<file path="config.mk">
export PLATFORM = sky130hd
export DESIGN_NAME = lsts_top
export DESIGN_NICKNAME = d
export VERILOG_FILES = /design/src/rtl/lsts_pkg.sv /design/src/rtl/lsts_tick.sv /design/src/rtl/lsts_axil.sv /design/src/rtl/lsts_top.sv
export VERILOG_INCLUDE_DIRS = /design/src /design/src/rtl
export SDC_FILE = /design/constraint.sdc
export NUM_CORES = 1
export LEC_CHECK = 0
export BUFFER_PORTS_ARGS = -buffer_cell sky130_fd_sc_hd__buf_4
export CORE_MARGIN = 2
export CORE_UTILIZATION = 59
export CTS_BUF_LIST = sky130_fd_sc_hd__clkbuf_4
export DETAILED_ROUTE_END_ITERATION = 8
export PLACE_DENSITY = 0.82
export SKIP_LAST_GASP = 1
export SLEW_MARGIN = 20
export SYNTH_ARGS = -nofsm -noshare
export SYNTH_HDL_FRONTEND = slang
export SYNTH_SLANG_ARGS = --single-unit
</file>
<file path="constraint.sdc">
create_clock -name aclk -period 3.1 [get_ports aclk]
set_input_delay 0.62 -clock aclk [delete_from_list [all_inputs] [get_ports aclk]]
set_output_delay 0.62 -clock aclk [all_outputs]
set_load 0.02 [all_outputs]
</file>
<file path="src/rtl/lsts_cfg.svh">
// Constants of the lubricator status signalling block
// Behaviour
// - The empty-cartridge error is raised only at the end of a dispense, never at other times.
// - After the empty level is sensed no further dispense starts until a full cartridge is fitted; the code allows one after an undervoltage acknowledge.
// - While the empty error is active and the cartridge is fitted, status is a 0.5Hz square wave; the code holds it low if an empty cartridge is refitted.
// - While the cartridge is removed, status leaves the square wave and stays low.
// - Mounting a full cartridge clears the empty error and drives status steadily high again.
// - No acknowledge command clears the empty error; only a cartridge change does; the code also clears it on entering ST_UNDV or ST_FATAL.
// - A multi-stroke fill cut short by the empty error resumes its remaining strokes after mounting.
// - While any error stands, command pulses are ignored except a permitted acknowledge.
// - Maximum pressure during or after a dispense sets the overload error and holds status low; the code checks it only in ST_RUN and ST_PAUSE, not in ST_READY.
// - Overload clears only by a 14 s acknowledge, sent by the controller once the cause is gone.
// - A supply-low indication sets the undervoltage error and holds status low.
// - Undervoltage clears only by a 14 s acknowledge, sent once the supply fault is gone.
// - A fatal diagnosis latches the fatal error, holds status low and refuses every acknowledge.
// - Status is low for the whole of each motor run and returns high after an error-free run.
// - An acknowledge is a high command pulse of 13.9 to 14.1 seconds, made so by the controller.
`ifndef LSTS_CFG_SVH
`define LSTS_CFG_SVH

// ----------------------------------------------------------------
// Timing
// ----------------------------------------------------------------
`define LSTS_CLK_HZ        40000000
`define LSTS_TICK_PER_S    1000
`define LSTS_TICK_CYC      (`LSTS_CLK_HZ / `LSTS_TICK_PER_S)
`define LSTS_ACK_MIN_MS    13900
`define LSTS_ACK_MAX_MS    14100
`define LSTS_SQ_FREQ_MHZ   500
`define LSTS_SQ_HALF_MS    (1000000 / (2 * `LSTS_SQ_FREQ_MHZ))
`define LSTS_READY_MS      3000
`define LSTS_PAUSE_MS      500
`define LSTS_FILL_STROKES  40

// ----------------------------------------------------------------
// Register map
// ----------------------------------------------------------------
`define LSTS_ADDR_W        5
`define LSTS_OFF_CTRL      5'h00
`define LSTS_OFF_STATUS    5'h04
`define LSTS_OFF_IRQ_STAT  5'h08
`define LSTS_OFF_IRQ_MASK  5'h0C
`define LSTS_CTRL_EN_BIT   0
`define LSTS_CTRL_RST      1'h1
`define LSTS_ST_STROKE_LSB 16
`define LSTS_EV_W          6
`define LSTS_RESP_OKAY     2'h0
`define LSTS_RESP_SLVERR   2'h2

`endif

</file>
<file path="src/rtl/lsts_pkg.sv">
// Types shared by the lubricator status signalling files
package lsts_pkg;

    typedef enum logic [8:0] {
        ST_OFF    = 9'h001,
        ST_READY  = 9'h002,
        ST_RUN    = 9'h004,
        ST_PAUSE  = 9'h008,
        ST_EMPTY  = 9'h010,
        ST_REMOVE = 9'h020,
        ST_OVLD   = 9'h040,
        ST_UNDV   = 9'h080,
        ST_FATAL  = 9'h100
    } lsts_state_e;

    typedef struct packed {
        logic        en;
        logic [4:0]  addr;
        logic [31:0] data;
        logic        lane0;
    } lsts_wr_s;

    typedef struct packed {
        logic run_done;
        logic ack_ok;
        logic fatal;
        logic underv;
        logic overload;
        logic empty;
    } lsts_ev_s;

endpackage : lsts_pkg

</file>
<file path="src/rtl/lsts_tick.sv">
// Millisecond enable pulse divider
`timescale 1ns/1ps
`default_nettype none
module lsts_tick #(
    parameter int unsigned DIV = 40000
) (
    input  wire logic aclk,
    input  wire logic aresetn,
    output var  logic tick_q
);
    logic [31:0] cnt_q, cnt_d;
    logic        tick_d;

    always_comb begin
        tick_d = (cnt_q == DIV - 1);
        cnt_d  = tick_d ? 32'h0000_0000 : cnt_q + 32'h0000_0001;
    end

    always_ff @(posedge aclk) begin
        if (!aresetn) begin
            cnt_q  <= 32'h0000_0000;
            tick_q <= 1'b0;
        end else begin
            cnt_q  <= cnt_d;
            tick_q <= tick_d;
        end
    end
endmodule : lsts_tick
`default_nettype wire

</file>
<file path="src/rtl/lsts_axil.sv">
// AXI4-Lite slave front end for the status signalling registers
`include "lsts_cfg.svh"
`timescale 1ns/1ps
`default_nettype none
module lsts_axil
    import lsts_pkg::*;
(
    input  wire logic        aclk,
    input  wire logic        aresetn,
    input  wire logic [4:0]  awaddr,
    input  wire logic        awvalid,
    output var  logic        awready,
    input  wire logic [31:0] wdata,
    input  wire logic [3:0]  wstrb,
    input  wire logic        wvalid,
    output var  logic        wready,
    output var  logic [1:0]  bresp,
    output var  logic        bvalid,
    input  wire logic        bready,
    input  wire logic [4:0]  araddr,
    input  wire logic        arvalid,
    output var  logic        arready,
    output var  logic [31:0] rdata,
    output var  logic [1:0]  rresp,
    output var  logic        rvalid,
    input  wire logic        rready,
    output var  lsts_wr_s    wr_q,
    input  wire logic [31:0] rd_data
);
    logic        aw_q, aw_d, w_q, w_d, bv_d, rv_d, awr_d, wr_rdy_d, arr_d;
    logic [4:0]  aa_q, aa_d;
    logic [31:0] wd_q, wd_d, rd_d;
    logic        ws_q, ws_d;
    logic [1:0]  br_d, rr_d;
    lsts_wr_s    wr_d;

    function automatic logic mapped(input logic [4:0] a);
        mapped = (a == `LSTS_OFF_CTRL) || (a == `LSTS_OFF_STATUS) ||
                 (a == `LSTS_OFF_IRQ_STAT) || (a == `LSTS_OFF_IRQ_MASK);
    endfunction : mapped

    always_comb begin
        aw_d = aw_q; aa_d = aa_q; w_d = w_q; wd_d = wd_q; ws_d = ws_q;
        bv_d = bvalid; br_d = bresp; wr_d = '0;
        rv_d = rvalid; rd_d = rdata; rr_d = rresp;
        if (awvalid && awready) begin
            aw_d = 1'b1;
            aa_d = awaddr;
        end
        if (wvalid && wready) begin
            w_d  = 1'b1;
            wd_d = wdata;
            ws_d = wstrb[0];
        end
        if (bvalid && bready) begin
            bv_d = 1'b0;
        end
        if (aw_d && w_d && !bv_d) begin
            wr_d = '{en: mapped(aa_d), addr: aa_d, data: wd_d, lane0: ws_d};
            br_d = mapped(aa_d) ? `LSTS_RESP_OKAY : `LSTS_RESP_SLVERR;
            bv_d = 1'b1;
            aw_d = 1'b0;
            w_d  = 1'b0;
        end
        if (rvalid && rready) begin
            rv_d = 1'b0;
        end
        if (arvalid && arready) begin
            rv_d = 1'b1;
            rd_d = mapped(araddr) ? rd_data : 32'h0000_0000;
            rr_d = mapped(araddr) ? `LSTS_RESP_OKAY : `LSTS_RESP_SLVERR;
        end
        awr_d    = !aw_d && !bv_d;
        wr_rdy_d = !w_d && !bv_d;
        arr_d    = !rv_d;
    end

    always_ff @(posedge aclk) begin
        if (!aresetn) begin
            aw_q <= 1'b0; aa_q <= 5'h00; w_q <= 1'b0; wd_q <= 32'h0000_0000; ws_q <= 1'b0;
            awready <= 1'b0; wready <= 1'b0; bvalid <= 1'b0; bresp <= 2'h0;
            arready <= 1'b0; rvalid <= 1'b0; rdata <= 32'h0000_0000; rresp <= 2'h0;
            wr_q <= '0;
        end else begin
            aw_q <= aw_d; aa_q <= aa_d; w_q <= w_d; wd_q <= wd_d; ws_q <= ws_d;
            awready <= awr_d; wready <= wr_rdy_d; bvalid <= bv_d; bresp <= br_d;
            arready <= arr_d; rvalid <= rv_d; rdata <= rd_d; rresp <= rr_d;
            wr_q <= wr_d;
        end
    end
endmodule : lsts_axil
`default_nettype wire

</file>
<file path="src/rtl/lsts_top.sv">
// Status and error signalling of the pulse-controlled lubricator
//
// Added by the designer: the AXI4-Lite interface to the registers and the register offsets.
`include "lsts_cfg.svh"
`timescale 1ns/1ps
`default_nettype none
module lsts_top
    import lsts_pkg::*;
#(
    parameter int unsigned TICK_CYC = `LSTS_TICK_CYC
) (
    input  wire logic        aclk,
    input  wire logic        aresetn,
    input  wire logic [4:0]  s_axi_awaddr,
    input  wire logic        s_axi_awvalid,
    output var  logic        s_axi_awready,
    input  wire logic [31:0] s_axi_wdata,
    input  wire logic [3:0]  s_axi_wstrb,
    input  wire logic        s_axi_wvalid,
    output var  logic        s_axi_wready,
    output var  logic [1:0]  s_axi_bresp,
    output var  logic        s_axi_bvalid,
    input  wire logic        s_axi_bready,
    input  wire logic [4:0]  s_axi_araddr,
    input  wire logic        s_axi_arvalid,
    output var  logic        s_axi_arready,
    output var  logic [31:0] s_axi_rdata,
    output var  logic [1:0]  s_axi_rresp,
    output var  logic        s_axi_rvalid,
    input  wire logic        s_axi_rready,
    input  wire logic        cmd_in,
    input  wire logic        dispense_req,
    input  wire logic        fill_req,
    input  wire logic        run_done,
    input  wire logic        empty_sense,
    input  wire logic        cart_fitted,
    input  wire logic        pressure_max,
    input  wire logic        supply_low,
    input  wire logic        fatal_diag,
    output var  logic        status_out,
    output var  logic        motor_run,
    output var  logic        empty_cartridge_error,
    output var  logic        irq
);
    // ----------------------------------------------------------------
    // Declarations
    // ----------------------------------------------------------------
    localparam logic [13:0] ACK_MIN = 14'(`LSTS_ACK_MIN_MS);
    localparam logic [13:0] ACK_MAX = 14'(`LSTS_ACK_MAX_MS);
    localparam logic [13:0] SQ_HALF = 14'(`LSTS_SQ_HALF_MS);
    localparam logic [13:0] RDY_MS  = 14'(`LSTS_READY_MS);
    localparam logic [13:0] PAUSE   = 14'(`LSTS_PAUSE_MS);
    localparam logic [5:0]  FILL_N  = 6'(`LSTS_FILL_STROKES);

    lsts_state_e state_q, state_d;
    logic [13:0] tmr_q, tmr_d, hi_q, hi_d;
    logic [5:0]  strokes_q, strokes_d;
    logic        sq_q, sq_d, cmd_q, ack_q, ack_d;
    logic        status_q, status_d, run_q, run_d, empty_q, empty_d;
    logic        en_q, en_d, irq_q, irq_d, tick;
    logic [`LSTS_EV_W-1:0] stat_q, stat_d, mask_q, mask_d;
    lsts_ev_s    ev;
    lsts_wr_s    wr;
    logic [31:0] rd_data;

    lsts_tick #(.DIV(TICK_CYC)) u_tick (
        .aclk    (aclk),
        .aresetn (aresetn),
        .tick_q  (tick)
    );

    lsts_axil u_axil (
        .aclk    (aclk),
        .aresetn (aresetn),
        .awaddr  (s_axi_awaddr),
        .awvalid (s_axi_awvalid),
        .awready (s_axi_awready),
        .wdata   (s_axi_wdata),
        .wstrb   (s_axi_wstrb),
        .wvalid  (s_axi_wvalid),
        .wready  (s_axi_wready),
        .bresp   (s_axi_bresp),
        .bvalid  (s_axi_bvalid),
        .bready  (s_axi_bready),
        .araddr  (s_axi_araddr),
        .arvalid (s_axi_arvalid),
        .arready (s_axi_arready),
        .rdata   (s_axi_rdata),
        .rresp   (s_axi_rresp),
        .rvalid  (s_axi_rvalid),
        .rready  (s_axi_rready),
        .wr_q    (wr),
        .rd_data (rd_data)
    );

    // ----------------------------------------------------------------
    // Acknowledge pulse measurement
    // ----------------------------------------------------------------
    always_comb begin
        hi_d = hi_q;
        if (!cmd_in) begin
            hi_d = 14'h0000;
        end else if (tick && hi_q <= ACK_MAX) begin
            hi_d = hi_q + 14'h0001;
        end
        // Falling edge with a length inside the window is an acknowledge
        ack_d = cmd_q && !cmd_in && hi_q >= ACK_MIN && hi_q <= ACK_MAX;
    end

    always_ff @(posedge aclk) begin
        if (!aresetn) begin
            hi_q  <= 14'h0000;
            cmd_q <= 1'b0;
            ack_q <= 1'b0;
        end else begin
            hi_q  <= hi_d;
            cmd_q <= cmd_in;
            ack_q <= ack_d;
        end
    end

    // ----------------------------------------------------------------
    // Device state machine
    // ----------------------------------------------------------------
    always_comb begin
        state_d   = state_q;
        strokes_d = strokes_q;
        sq_d      = sq_q;
        tmr_d     = (tick && tmr_q != 14'h3FFF) ? tmr_q + 14'h0001 : tmr_q;
        if (fatal_diag || state_q == ST_FATAL) begin
            state_d = ST_FATAL;
        end else if (supply_low) begin
            state_d = ST_UNDV;
        end else begin
            case (state_q)
                ST_OFF: begin
                    if (en_q) begin
                        state_d = ST_READY;
                    end
                end
                ST_READY: begin
                    // Commands count only after status stood high long enough
                    if (!en_q) begin
                        state_d = ST_OFF;
                    end else if (tmr_q > RDY_MS && fill_req) begin
                        state_d   = ST_RUN;
                        strokes_d = FILL_N;
                    end else if (tmr_q > RDY_MS && dispense_req) begin
                        state_d   = ST_RUN;
                        strokes_d = 6'h01;
                    end
                end
                ST_RUN: begin
                    if (pressure_max) begin
                        state_d = ST_OVLD;
                    end else if (run_done) begin
                        strokes_d = strokes_q - 6'h01;
                        if (empty_sense) begin
                            state_d = ST_EMPTY;
                        end else if (strokes_q > 6'h01) begin
                            state_d = ST_PAUSE;
                        end else begin
                            state_d = ST_READY;
                        end
                    end
                end
                ST_PAUSE: begin
                    if (pressure_max) begin
                        state_d = ST_OVLD;
                    end else if (tmr_q >= PAUSE) begin
                        state_d = ST_RUN;
                    end
                end
                ST_EMPTY: begin
                    // Acknowledge has no effect here
                    if (!cart_fitted) begin
                        state_d = ST_REMOVE;
                    end else if (tick && tmr_q == SQ_HALF - 14'h0001) begin
                        sq_d  = !sq_q;
                        tmr_d = 14'h0000;
                    end
                end
                ST_REMOVE: begin
                    if (cart_fitted && !empty_sense) begin
                        state_d = (strokes_q != 6'h00) ? ST_PAUSE : ST_READY;
                    end
                end
                ST_OVLD: begin
                    if (ack_q && !pressure_max) begin
                        state_d   = ST_READY;
                        strokes_d = 6'h00;
                    end
                end
                ST_UNDV: begin
                    if (ack_q) begin
                        state_d   = ST_READY;
                        strokes_d = 6'h00;
                    end
                end
                default: begin
                    state_d = ST_FATAL;
                end
            endcase
        end
        if (state_d != state_q) begin
            tmr_d = 14'h0000;
            sq_d  = 1'b0;
        end
        // Status and motor follow the next state so they align with it
        status_d = (state_d == ST_READY) || (state_d == ST_PAUSE) ||
                   (state_d == ST_EMPTY && sq_d);
        run_d    = (state_d == ST_RUN);
        empty_d  = (state_d == ST_EMPTY) || (state_d == ST_REMOVE);
    end

    always_ff @(posedge aclk) begin
        if (!aresetn) begin
            state_q   <= ST_OFF;
            strokes_q <= 6'h00;
            tmr_q     <= 14'h0000;
            sq_q      <= 1'b0;
            status_q  <= 1'b0;
            run_q     <= 1'b0;
            empty_q   <= 1'b0;
        end else begin
            state_q   <= state_d;
            strokes_q <= strokes_d;
            tmr_q     <= tmr_d;
            sq_q      <= sq_d;
            status_q  <= status_d;
            run_q     <= run_d;
            empty_q   <= empty_d;
        end
    end

    // ----------------------------------------------------------------
    // Registers and interrupt
    // ----------------------------------------------------------------
    always_comb begin
        ev.empty    = state_d == ST_EMPTY && state_q != ST_EMPTY;
        ev.overload = state_d == ST_OVLD && state_q != ST_OVLD;
        ev.underv   = state_d == ST_UNDV && state_q != ST_UNDV;
        ev.fatal    = state_d == ST_FATAL && state_q != ST_FATAL;
        ev.ack_ok   = state_d == ST_READY && (state_q == ST_OVLD || state_q == ST_UNDV);
        ev.run_done = state_q == ST_RUN && state_d != ST_RUN;
        en_d   = en_q;
        mask_d = mask_q;
        stat_d = stat_q;
        if (wr.en && wr.lane0) begin
            if (wr.addr == `LSTS_OFF_CTRL) begin
                en_d = wr.data[`LSTS_CTRL_EN_BIT];
            end else if (wr.addr == `LSTS_OFF_IRQ_STAT) begin
                stat_d = stat_q & ~wr.data[`LSTS_EV_W-1:0];
            end else if (wr.addr == `LSTS_OFF_IRQ_MASK) begin
                mask_d = wr.data[`LSTS_EV_W-1:0];
            end
        end
        // A new event wins over a clear in the same cycle
        stat_d = stat_d | ev;
        irq_d  = |(stat_q & mask_q);
        rd_data = 32'h0000_0000;
        if (s_axi_araddr == `LSTS_OFF_CTRL) begin
            rd_data[`LSTS_CTRL_EN_BIT] = en_q;
        end else if (s_axi_araddr == `LSTS_OFF_STATUS) begin
            rd_data[8:0] = state_q;
            rd_data[`LSTS_ST_STROKE_LSB +: 6] = strokes_q;
        end else if (s_axi_araddr == `LSTS_OFF_IRQ_STAT) begin
            rd_data[`LSTS_EV_W-1:0] = stat_q;
        end else if (s_axi_araddr == `LSTS_OFF_IRQ_MASK) begin
            rd_data[`LSTS_EV_W-1:0] = mask_q;
        end
    end

    always_ff @(posedge aclk) begin
        if (!aresetn) begin
            en_q   <= `LSTS_CTRL_RST;
            mask_q <= '0;
            stat_q <= '0;
            irq_q  <= 1'b0;
        end else begin
            en_q   <= en_d;
            mask_q <= mask_d;
            stat_q <= stat_d;
            irq_q  <= irq_d;
        end
    end

    assign status_out            = status_q;
    assign motor_run             = run_q;
    assign empty_cartridge_error = empty_q;
    assign irq                   = irq_q;
endmodule : lsts_top
`default_nettype wire

</file>
==> tab_implementation.tex, run 1 <==
\begin{tabular}{lr}
\hline
Metric & Value \\
\hline
\multicolumn{2}{l}{\textbf{Finish}} \\
\quad Antenna cells & 0 \\
\quad Growth of design area from synthesis to finish & 12.6\% \\
\quad Post-route non-filler standard cell count & 1047 \\
\quad Share of final-layout standard cells stronger than drive strength 1 & 16.3\% \\
\quad Nets & 961 \\
\quad Post-route cell area & 7870 um\^{}2 \\
\multicolumn{2}{l}{\textbf{STA}} \\
\quad Total count of max-transition violations in the final report & 0 \\
\quad Final setup viols & 0 \\
\quad Fin worst setup slack & 0.0865 ns \\
\quad Clock Skew & 0.0157 ns \\
\quad RSZ-0062 raised after global routing & true \\
\quad Maximum frequency from static timing analysis & 332 MHz \\
\quad Time the final worst path needs with I/O delays and setup & 3.01 ns \\
\quad Relative max-transition margin & 41.8\% \\
\quad Aggregate negative setup slack & 0 ns \\
\quad Worst-margin pin slew & 0.869 ns \\
\quad Tcrit/Tclk final & 97.2\% \\
\quad Endpoints failing hold & 0 \\
\multicolumn{2}{l}{\textbf{Yosys}} \\
\quad Proportion of synthesized chip area in sequential cells & 41.5\% \\
\quad Number of enable flip-flop cells after synthesis & 0 \\
\quad Fraction of registers with async set or reset after synthesis & 0\% \\
\quad Register bit count reported by yosys & 145 \\
\quad Number of distinct standard cells referenced by the synthesized netlist & 77 \\
\quad Mapped Area & 6990 um\^{}2 \\
\quad Yosys warning count & 0 \\
\quad Mean area per synthesized cell & 8.47 um\^{}2 \\
\quad Post-Syn Instances & 826 \\
\quad Dominant register cell in the synthesized netlist & dfxtp\_1 \\
\multicolumn{2}{l}{\textbf{Clock network}} \\
\quad Number of clock buffers inserted by TritonCTS & 17 \\
\quad Deepest level of the CTS H-tree & 4 \\
\quad Hold-fix buffers at CTS & 0 \\
\quad Clock Root Buffer & clkbuf\_4 \\
\quad Clock-pin slew reported for the worst setup and hold paths after clock tree synthesis & 0.13 ns \\
\quad Number of buffers inserted by post-CTS setup repair & 0 \\
\quad Resize count post-CTS & 0 \\
\quad TritonCTS clock tree & done \\
\quad Deepest clock path buffer count & 2 \\
\quad Clock sinks & 145 \\
\quad Source-to-sink clock delay at the later pin of the worst-skew pair & 0.57 ns \\
\multicolumn{2}{l}{\textbf{Die}} \\
\quad Total number of placement rows & 39 \\
\quad Starting density of the core & 60.7\% \\
\quad Chip Width & 113 um \\
\quad Number of ports placed on the die boundary & 107 \\
\quad Placeable core region & 11500 um\^{}2 \\
\quad Die area & 12700 um\^{}2 \\
\quad Vertical extent of the die & 113 um \\
\multicolumn{2}{l}{\textbf{Setup path}} \\
\quad CP Max Fanout & 6 \\
\quad Critical path's largest stage delay & 0.39 ns \\
\quad Element type at the critical path start & flop \\
\quad Standard cell with the maximum stage delay on the critical path & a2111oi\_4 \\
\quad Element type at the critical path end & flop \\
\quad Critical Path RT & 3.57 ns \\
\quad Arrival time at the worst endpoint & 3.49 ns \\
\quad Crit path kind & reg -> reg \\
\quad Cell repeated most along the worst path & buf\_4 \\
\quad Ordered list of cells on the worst path & buf\_4, or2b\_1, a2111o\_1, and3\_4, a211oi\_4, o31ai\_4, a2111oi\_4, o2111ai\_2, buf\_4, nor4\_1 \\
\multicolumn{2}{l}{\textbf{Place}} \\
\quad Instance count after placement with tap cells included & 1016 \\
\quad Count of buffers from port buffering & 58 \\
\quad HPWL Detailed & 12.3 mm \\
\quad Routability congestion estimate & 0.981 \\
\quad Cell Area, Placed & 7530 um\^{}2 \\
\quad Post-place setup slack & 0.0183 ns \\
\multicolumn{2}{l}{\textbf{Global routing}} \\
\quad Pin count of the biggest net entering global routing & 51 \\
\quad Via count of the first global-routing pass & 5816 \\
\quad GR Util All Layers & 26.8\% \\
\quad Number of antenna violations at the first check in global routing & 0 \\
\quad Global-route wire length before repair & 27.7 mm \\
\quad Remaining global-route overflow & 0 \\
\multicolumn{2}{l}{\textbf{Pwr}} \\
\quad Static Leak & 3.10 nW \\
\quad VDD IR-drop max & 0.000261 V \\
\quad Power density relative to cell area & 418 nW/um\^{}2 \\
\quad Tot Pwr & 3.29 mW \\
\multicolumn{2}{l}{\textbf{Route}} \\
\quad Residual DRC & 11 \\
\quad Final antenna-violating net count & 0 \\
\quad Post-detailed-routing wire length & 16.7 mm \\
\quad Total number of vias & 6179 \\
\quad Routed via count divided by cell count & 5.90 \\
\quad Iteration-0 DRC Markers & 417 \\
\quad Average wire per standard cell & 16.0 um \\
\quad Detailed Routing Iterations Pass 1 & 7 \\
\multicolumn{2}{l}{\textbf{Status}} \\
\quad Failing checks & DRC \\
\quad Run status & complete, but fails checks \\
\multicolumn{2}{l}{\textbf{Flow run}} \\
\quad Number of violations of the max-capacitance limit & 0 \\
\multicolumn{2}{l}{\textbf{Worst hold path}} \\
\quad Class of the worst hold path & in -> reg \\
\hline
\end{tabular}
-- critical path, delay by kind of cell, from the launching register on --
family | cells | cell delay [ns]
compound gates | 5 | 1.44
flops | 1 | 0.35
simple gates | 3 | 0.73
buf+inv | 2 | 0.38
-- cell usage after synthesis, types with 21 or more instances --
master    instances  area share [%]
a21oi_1          33             2.4
buf_4            22             2.4
clkbuf_1         27             1.4
dfxtp_1         145              42
inv_1            21             1.1
mux2i_1          21             3.0
nand2_1          62             3.3
nand3_1          36             2.6
nor2_1          132             7.1
nor3_1           46             3.3
nor4_1           21             1.9
xnor2_1          28             3.5
xor2_1           28             3.5
-- stage by stage --
step / hold WS, ns / util, %
final: 0.292 / 68.4
after global routing: 0.274 / 68.4
after CTS: 0.274 / 67.6
after detailed placement: 0.429 / 65.4
after global placement: 0.438 / 65.4
after floorplan: 0.423 / -
-- path summary, 6_finish.rpt --
check                  from              to  slack (ns)  cells past startpoint
max              state_q[7]        tmr_q[7]        0.09                     10
min          s_axi_wdata[3]  u_axil.wd_q[3]        0.29                      3
max reg2reg      state_q[7]        tmr_q[7]        0.09                     10
min reg2reg           cmd_q           ack_q        0.45                      1
-- cell families (layout without fill, tap and decap cells) --
kind of cell               after synthesis  count (layout)  share of synthesized area, %
AOI/OAI and AO/OA                      126             126                          13.0
xor gates and xnor gates                56              56                          7.01
adders and majority gates                7               7                          1.25
buffers and inverters                   82             142                          6.78
DFF                                    145             145                          41.5
muxes                                   22              22                          3.33
other                                    1              19                        0.0536
and+or+nand+nor                        387             387                          27.0
-- cells in the final DEF (no fill, tap or decap), types with 4 or more instances in the layout --
cell      instances
clkbuf_4         18
buf_4            89
nand2b_1          6
inv_1            20
nor3b_1           4
o211a_1           4
a22oi_1          14
a21oi_1          33
xor2_1           28
mux2i_1          21
nand2_1          61
dfxtp_1         145
ha_1              7
nor3_1           45
and3_1           16
nand4_1          15
nor4_2            6
and2_1            9
xnor2_1          28
nor2_1          131
nand3_1          36
o21ai_0          18
conb_1           19
o221ai_1          6
nor4_1           14
nor2b_1           9
a31oi_1           8
or3_1             5
or4_1             5
-- power by group --
part / internal (mW) / switching [mW] / total, mW / leakage, nW
Combinational: 0.110 / 0.181 / 0.291 / 1.79
Clock: 0.402 / 0.690 / 1.09 / 0.138
Sequential: 1.89 / 0.0171 / 1.91 / 1.17
-- layout make-up --
cell class	count	area [um^2]
multi-input combinational	617	3790
tap	143	179
inverter	21	78.8
clock inverter	13	113
timing repair buffer	90	679
fill	978	3640
clock buffer	18	135
sequential	145	2900
-- metal layers --
metal	routed length, um	up-vias	track usage [%]
met2	8250	179	45.3
met1	7160	2960	33.4
li1	-	3006	-
met4	288	0	9.02
met5	0	-	0
met3	1030	34	7.02
-- state kept, by name, indices dropped and copies added (netlist names), 5 cells and up --
| name | flops |
|---|---|
| tmr_q | 14 |
| hi_q | 14 |
| stat_q | 6 |
| u_axil.wd_q | 6 |
| u_axil.aa_q | 5 |
| u_axil.rdata | 15 |
| mask_q | 6 |
| state_q | 9 |
| strokes_q | 6 |
| u_tick.cnt_q | 32 |
| u_axil.wr_q | 13 |
No activity file was read; power rests on OpenSTA's default activity.
==> inputs of run 2 (changes only) <==
--- a/config.mk
+++ b/config.mk
@@ -9,7 +9,7 @@
 export BUFFER_PORTS_ARGS = -buffer_cell sky130_fd_sc_hd__buf_4
 export CORE_MARGIN = 2
 export CORE_UTILIZATION = 59
-export CTS_BUF_LIST = sky130_fd_sc_hd__clkbuf_4
+export CTS_BUF_LIST = sky130_fd_sc_hd__clkbuf_4 sky130_fd_sc_hd__clkbuf_8
 export DETAILED_ROUTE_END_ITERATION = 8
 export PLACE_DENSITY = 0.82
 export SKIP_LAST_GASP = 1
==> run 2 against run 1 <==
Compared with the run above:
- the run still ends with DRC left
- first-iteration DRC count is 0.96% lower
- worst hold slack improved by 0.13 ns
- routed wire length up 0.30%
- sequential share of layout area down 0.49 points
- largest power group unchanged
==> tab_implementation.tex, run 2 (same netlist as run 1, synthesis figures left out) <==
\begin{tabular}{lr}
\hline
Metric & Value \\
\hline
\multicolumn{2}{l}{\textbf{Status}} \\
\quad Run status & complete, but fails checks \\
\quad Failing checks & DRC \\
\multicolumn{2}{l}{\textbf{Global routing}} \\
\quad Remaining global-route overflow & 0 (unchanged) \\
\quad Number of antenna violations at the first check in global routing & 0 (unchanged) \\
\quad Grt peak-use layer & met2 \\
\quad Fraction of met1 tracks used by global routing & 33.1\% (-0.31 points) \\
\quad Via count of the first global-routing pass & 5894 (+1.3\%) \\
\quad Global-route wire length before repair & 27.6 mm (-0.32\%) \\
\quad GR Util All Layers & 26.7\% (-0.080 points) \\
\quad Met2 Resource Use GR & 44.7\% (-0.60 points) \\
\quad Met3 usage & 6.64\% (-0.37 points) \\
\quad Pin count of the biggest net entering global routing & 51 (unchanged) \\
\multicolumn{2}{l}{\textbf{Route}} \\
\quad Total number of vias & 6127 (-0.84\%) \\
\quad Routed via count divided by cell count & 5.85 (-0.84\%) \\
\quad Post-detailed-routing wire length & 16.8 mm (+0.30\%) \\
\quad Iteration-0 DRC Markers & 413 (-0.96\%) \\
\quad Average wire per standard cell & 16.0 um (+0.30\%) \\
\quad Detailed Routing Iterations Pass 1 & 7 (unchanged) \\
\quad Residual DRC & 11 (unchanged) \\
\quad Final antenna-violating net count & 0 (unchanged) \\
\multicolumn{2}{l}{\textbf{Place}} \\
\quad Instance count after placement with tap cells included & 1016 (unchanged) \\
\quad Count of buffers from port buffering & 58 (unchanged) \\
\quad HPWL Detailed & 12.3 mm (unchanged) \\
\quad Routability congestion estimate & 0.981 (unchanged) \\
\quad Post-place setup slack & 0.0183 ns (unchanged) \\
\multicolumn{2}{l}{\textbf{STA}} \\
\quad Clock Skew & 0.00927 ns (-0.00642 ns) \\
\quad Tcrit/Tclk final & 97.2\% (about the same) \\
\quad RSZ-0062 raised after global routing & true \\
\quad Time the final worst path needs with I/O delays and setup & 3.01 ns (+0.00119 ns) \\
\quad Post-Route Hold Slack & 0.417 ns (+0.126 ns) \\
\quad Final setup viols & 0 (unchanged) \\
\quad Worst-margin pin slew & 0.796 ns (-0.0725 ns) \\
\quad Total count of max-transition violations in the final report & 0 (unchanged) \\
\quad Endpoints failing hold & 0 (unchanged) \\
\quad Maximum frequency from static timing analysis & 332 MHz (about the same) \\
\quad Fin worst setup slack & 0.0853 ns (-0.00119 ns) \\
\quad Relative max-transition margin & 46.6\% (+4.9 points) \\
\multicolumn{2}{l}{\textbf{Die}} \\
\quad Die area & 12700 um\^{}2 (unchanged) \\
\quad Starting density of the core & 60.7\% (unchanged) \\
\quad Total number of placement rows & 39 (unchanged) \\
\quad Vertical extent of the die & 113 um (unchanged) \\
\quad Number of ports placed on the die boundary & 107 (unchanged) \\
\quad Chip Width & 113 um (unchanged) \\
\quad Placeable core region & 11500 um\^{}2 (unchanged) \\
\multicolumn{2}{l}{\textbf{Finish}} \\
\quad Registers with the highest flip-flop counts & u\_tick.cnt\_q (32), u\_axil.rdata (15) \\
\quad Share of final-layout standard cells stronger than drive strength 1 & 16.3\% (unchanged) \\
\quad Nets & 961 (unchanged) \\
\quad Area taken by multi-input logic gates & 3770 um\^{}2 (-0.46\%) \\
\quad Seq. cell area & 2900 um\^{}2 (unchanged) \\
\quad Filler Cell Count & 957 (-2.1\%) \\
\quad Most frequent standard cell in the layout excluding fill and tap cells & dfxtp\_1 \\
\quad Antenna cells & 0 (unchanged) \\
\quad Max FFs per register & 32 (unchanged) \\
\quad Post-route non-filler standard cell count & 1047 (unchanged) \\
\quad Commonest cells after routing, fill and taps aside & dfxtp\_1 (145), nor2\_1 (131), buf\_4 (90), nand2\_1 (61), nor3\_1 (45) \\
\quad Growth of design area from synthesis to finish & 14.1\% \\
\quad Biggest register & u\_tick.cnt\_q \\
\multicolumn{2}{l}{\textbf{Flow run}} \\
\quad Number of violations of the max-capacitance limit & 0 (unchanged) \\
\multicolumn{2}{l}{\textbf{Clock network}} \\
\quad Deepest clock path buffer count & 2 (unchanged) \\
\quad Hold-fix buffers at CTS & 0 (unchanged) \\
\quad Resize count post-CTS & 0 (unchanged) \\
\quad Deepest level of the CTS H-tree & 4 (unchanged) \\
\quad Clock-pin slew reported for the worst setup and hold paths after clock tree synthesis & 0.08 ns (-0.05 ns) \\
\quad Clock Root Buffer & clkbuf\_8 \\
\quad Number of buffers inserted by post-CTS setup repair & 0 (unchanged) \\
\quad Source-to-sink clock delay at the later pin of the worst-skew pair & 0.45 ns (-0.12 ns) \\
\quad Clock sinks & 145 (unchanged) \\
\quad TritonCTS clock tree & done \\
\quad Number of clock buffers inserted by TritonCTS & 17 (unchanged) \\
\multicolumn{2}{l}{\textbf{Setup path}} \\
\quad Arrival time at the worst endpoint & 3.37 ns (-0.12 ns) \\
\quad CP Max Fanout & 8 (+2) \\
\quad Element type at the critical path end & flop \\
\quad Critical Path RT & 3.46 ns (-0.11 ns) \\
\quad Crit path kind & reg -> reg \\
\quad Element type at the critical path start & flop \\
\multicolumn{2}{l}{\textbf{Pwr}} \\
\quad Tot Pwr & 3.60 mW (+9.5\%) \\
\quad VDD IR-drop max & 0.000302 V (+15\%) \\
\quad Power density relative to cell area & 452 nW/um\^{}2 (+8.0\%) \\
\quad Static Leak & 3.15 nW (+1.7\%) \\
\multicolumn{2}{l}{\textbf{Worst hold path}} \\
\quad Class of the worst hold path & in -> reg \\
\hline
\end{tabular}
[run 2: cell types whose count changed in the layout (fill, tap and decap cells not counted)]
| cell | previous run | this run |
|---|---|---|
| clkbuf_4 | 18 | 1 |
| nor4_1 | 14 | 16 |
| buf_6 | 1 | 0 |
| nand2_2 | 0 | 1 |
| buf_4 | 89 | 90 |
| clkinv_1 | 2 | 0 |
| nand2_4 | 1 | 0 |
| nor4_2 | 6 | 4 |
| clkbuf_8 | 0 | 19 |
[run 2: cell type report]
class,instances,area share (%)
multi-input combinational,617,47.2
sequential,145,36.4
timing repair buffer,90,8.47
clock buffer,20,3.37
tap,143,2.24
clock inverter,11,1.32
inverter,21,0.988
[run 2: power by group]
group          internal (mW)  total [mW]  leakage (nW)  switching [mW]
logic                  0.109       0.289          1.79           0.180
registers               1.89        1.91          1.17          0.0170
clock network          0.687        1.41         0.193           0.721
[run 2: worst paths after layout]
check	slack (ns)	endpoint	depth (start not counted)	startpoint
hold reg to reg	0.47	ack_q	1	cmd_q
setup reg to reg	0.09	tmr_q[1]	10	state_q[7]
hold / removal	0.42	u_axil.wd_q[3]	3	s_axi_wdata[3]
setup / recovery	0.09	tmr_q[1]	10	state_q[7]
[run 2: metal layers]
| layer | share of wire (%) | wire [um] | vias up |
|---|---|---|---|
| met2 | 49 | 8180 | 186 |
| li1 | - | - | 3001 |
| met3 | 6.2 | 1040 | 27 |
| met1 | 43 | 7160 | 2913 |
| met4 | 2.3 | 388 | 0 |
| met5 | 0 | 0 | - |
[run 2: worst max-delay path, stage by stage (launching register included)]
cell	delay, ns
dfxtp_1	0.34
buf_4	0.16
or2b_1	0.28
a2111o_1	0.38
and3_4	0.20
a211oi_4	0.28
o31ai_4	0.15
a2111oi_4	0.38
o2111ai_2	0.23
buf_4	0.23
nor4_1	0.28
[run 2: through the flow]
step           util [%]  area, um^2  TNS [ns]
2_1_floorplan         -        7060         0
3_3_place_gp       65.4        7530         0
3_5_place_dp       65.4        7530         0
4_1_cts            68.7        7910         0
5_1_grt            69.3        7980    -0.107
6_report           69.3        7980         0
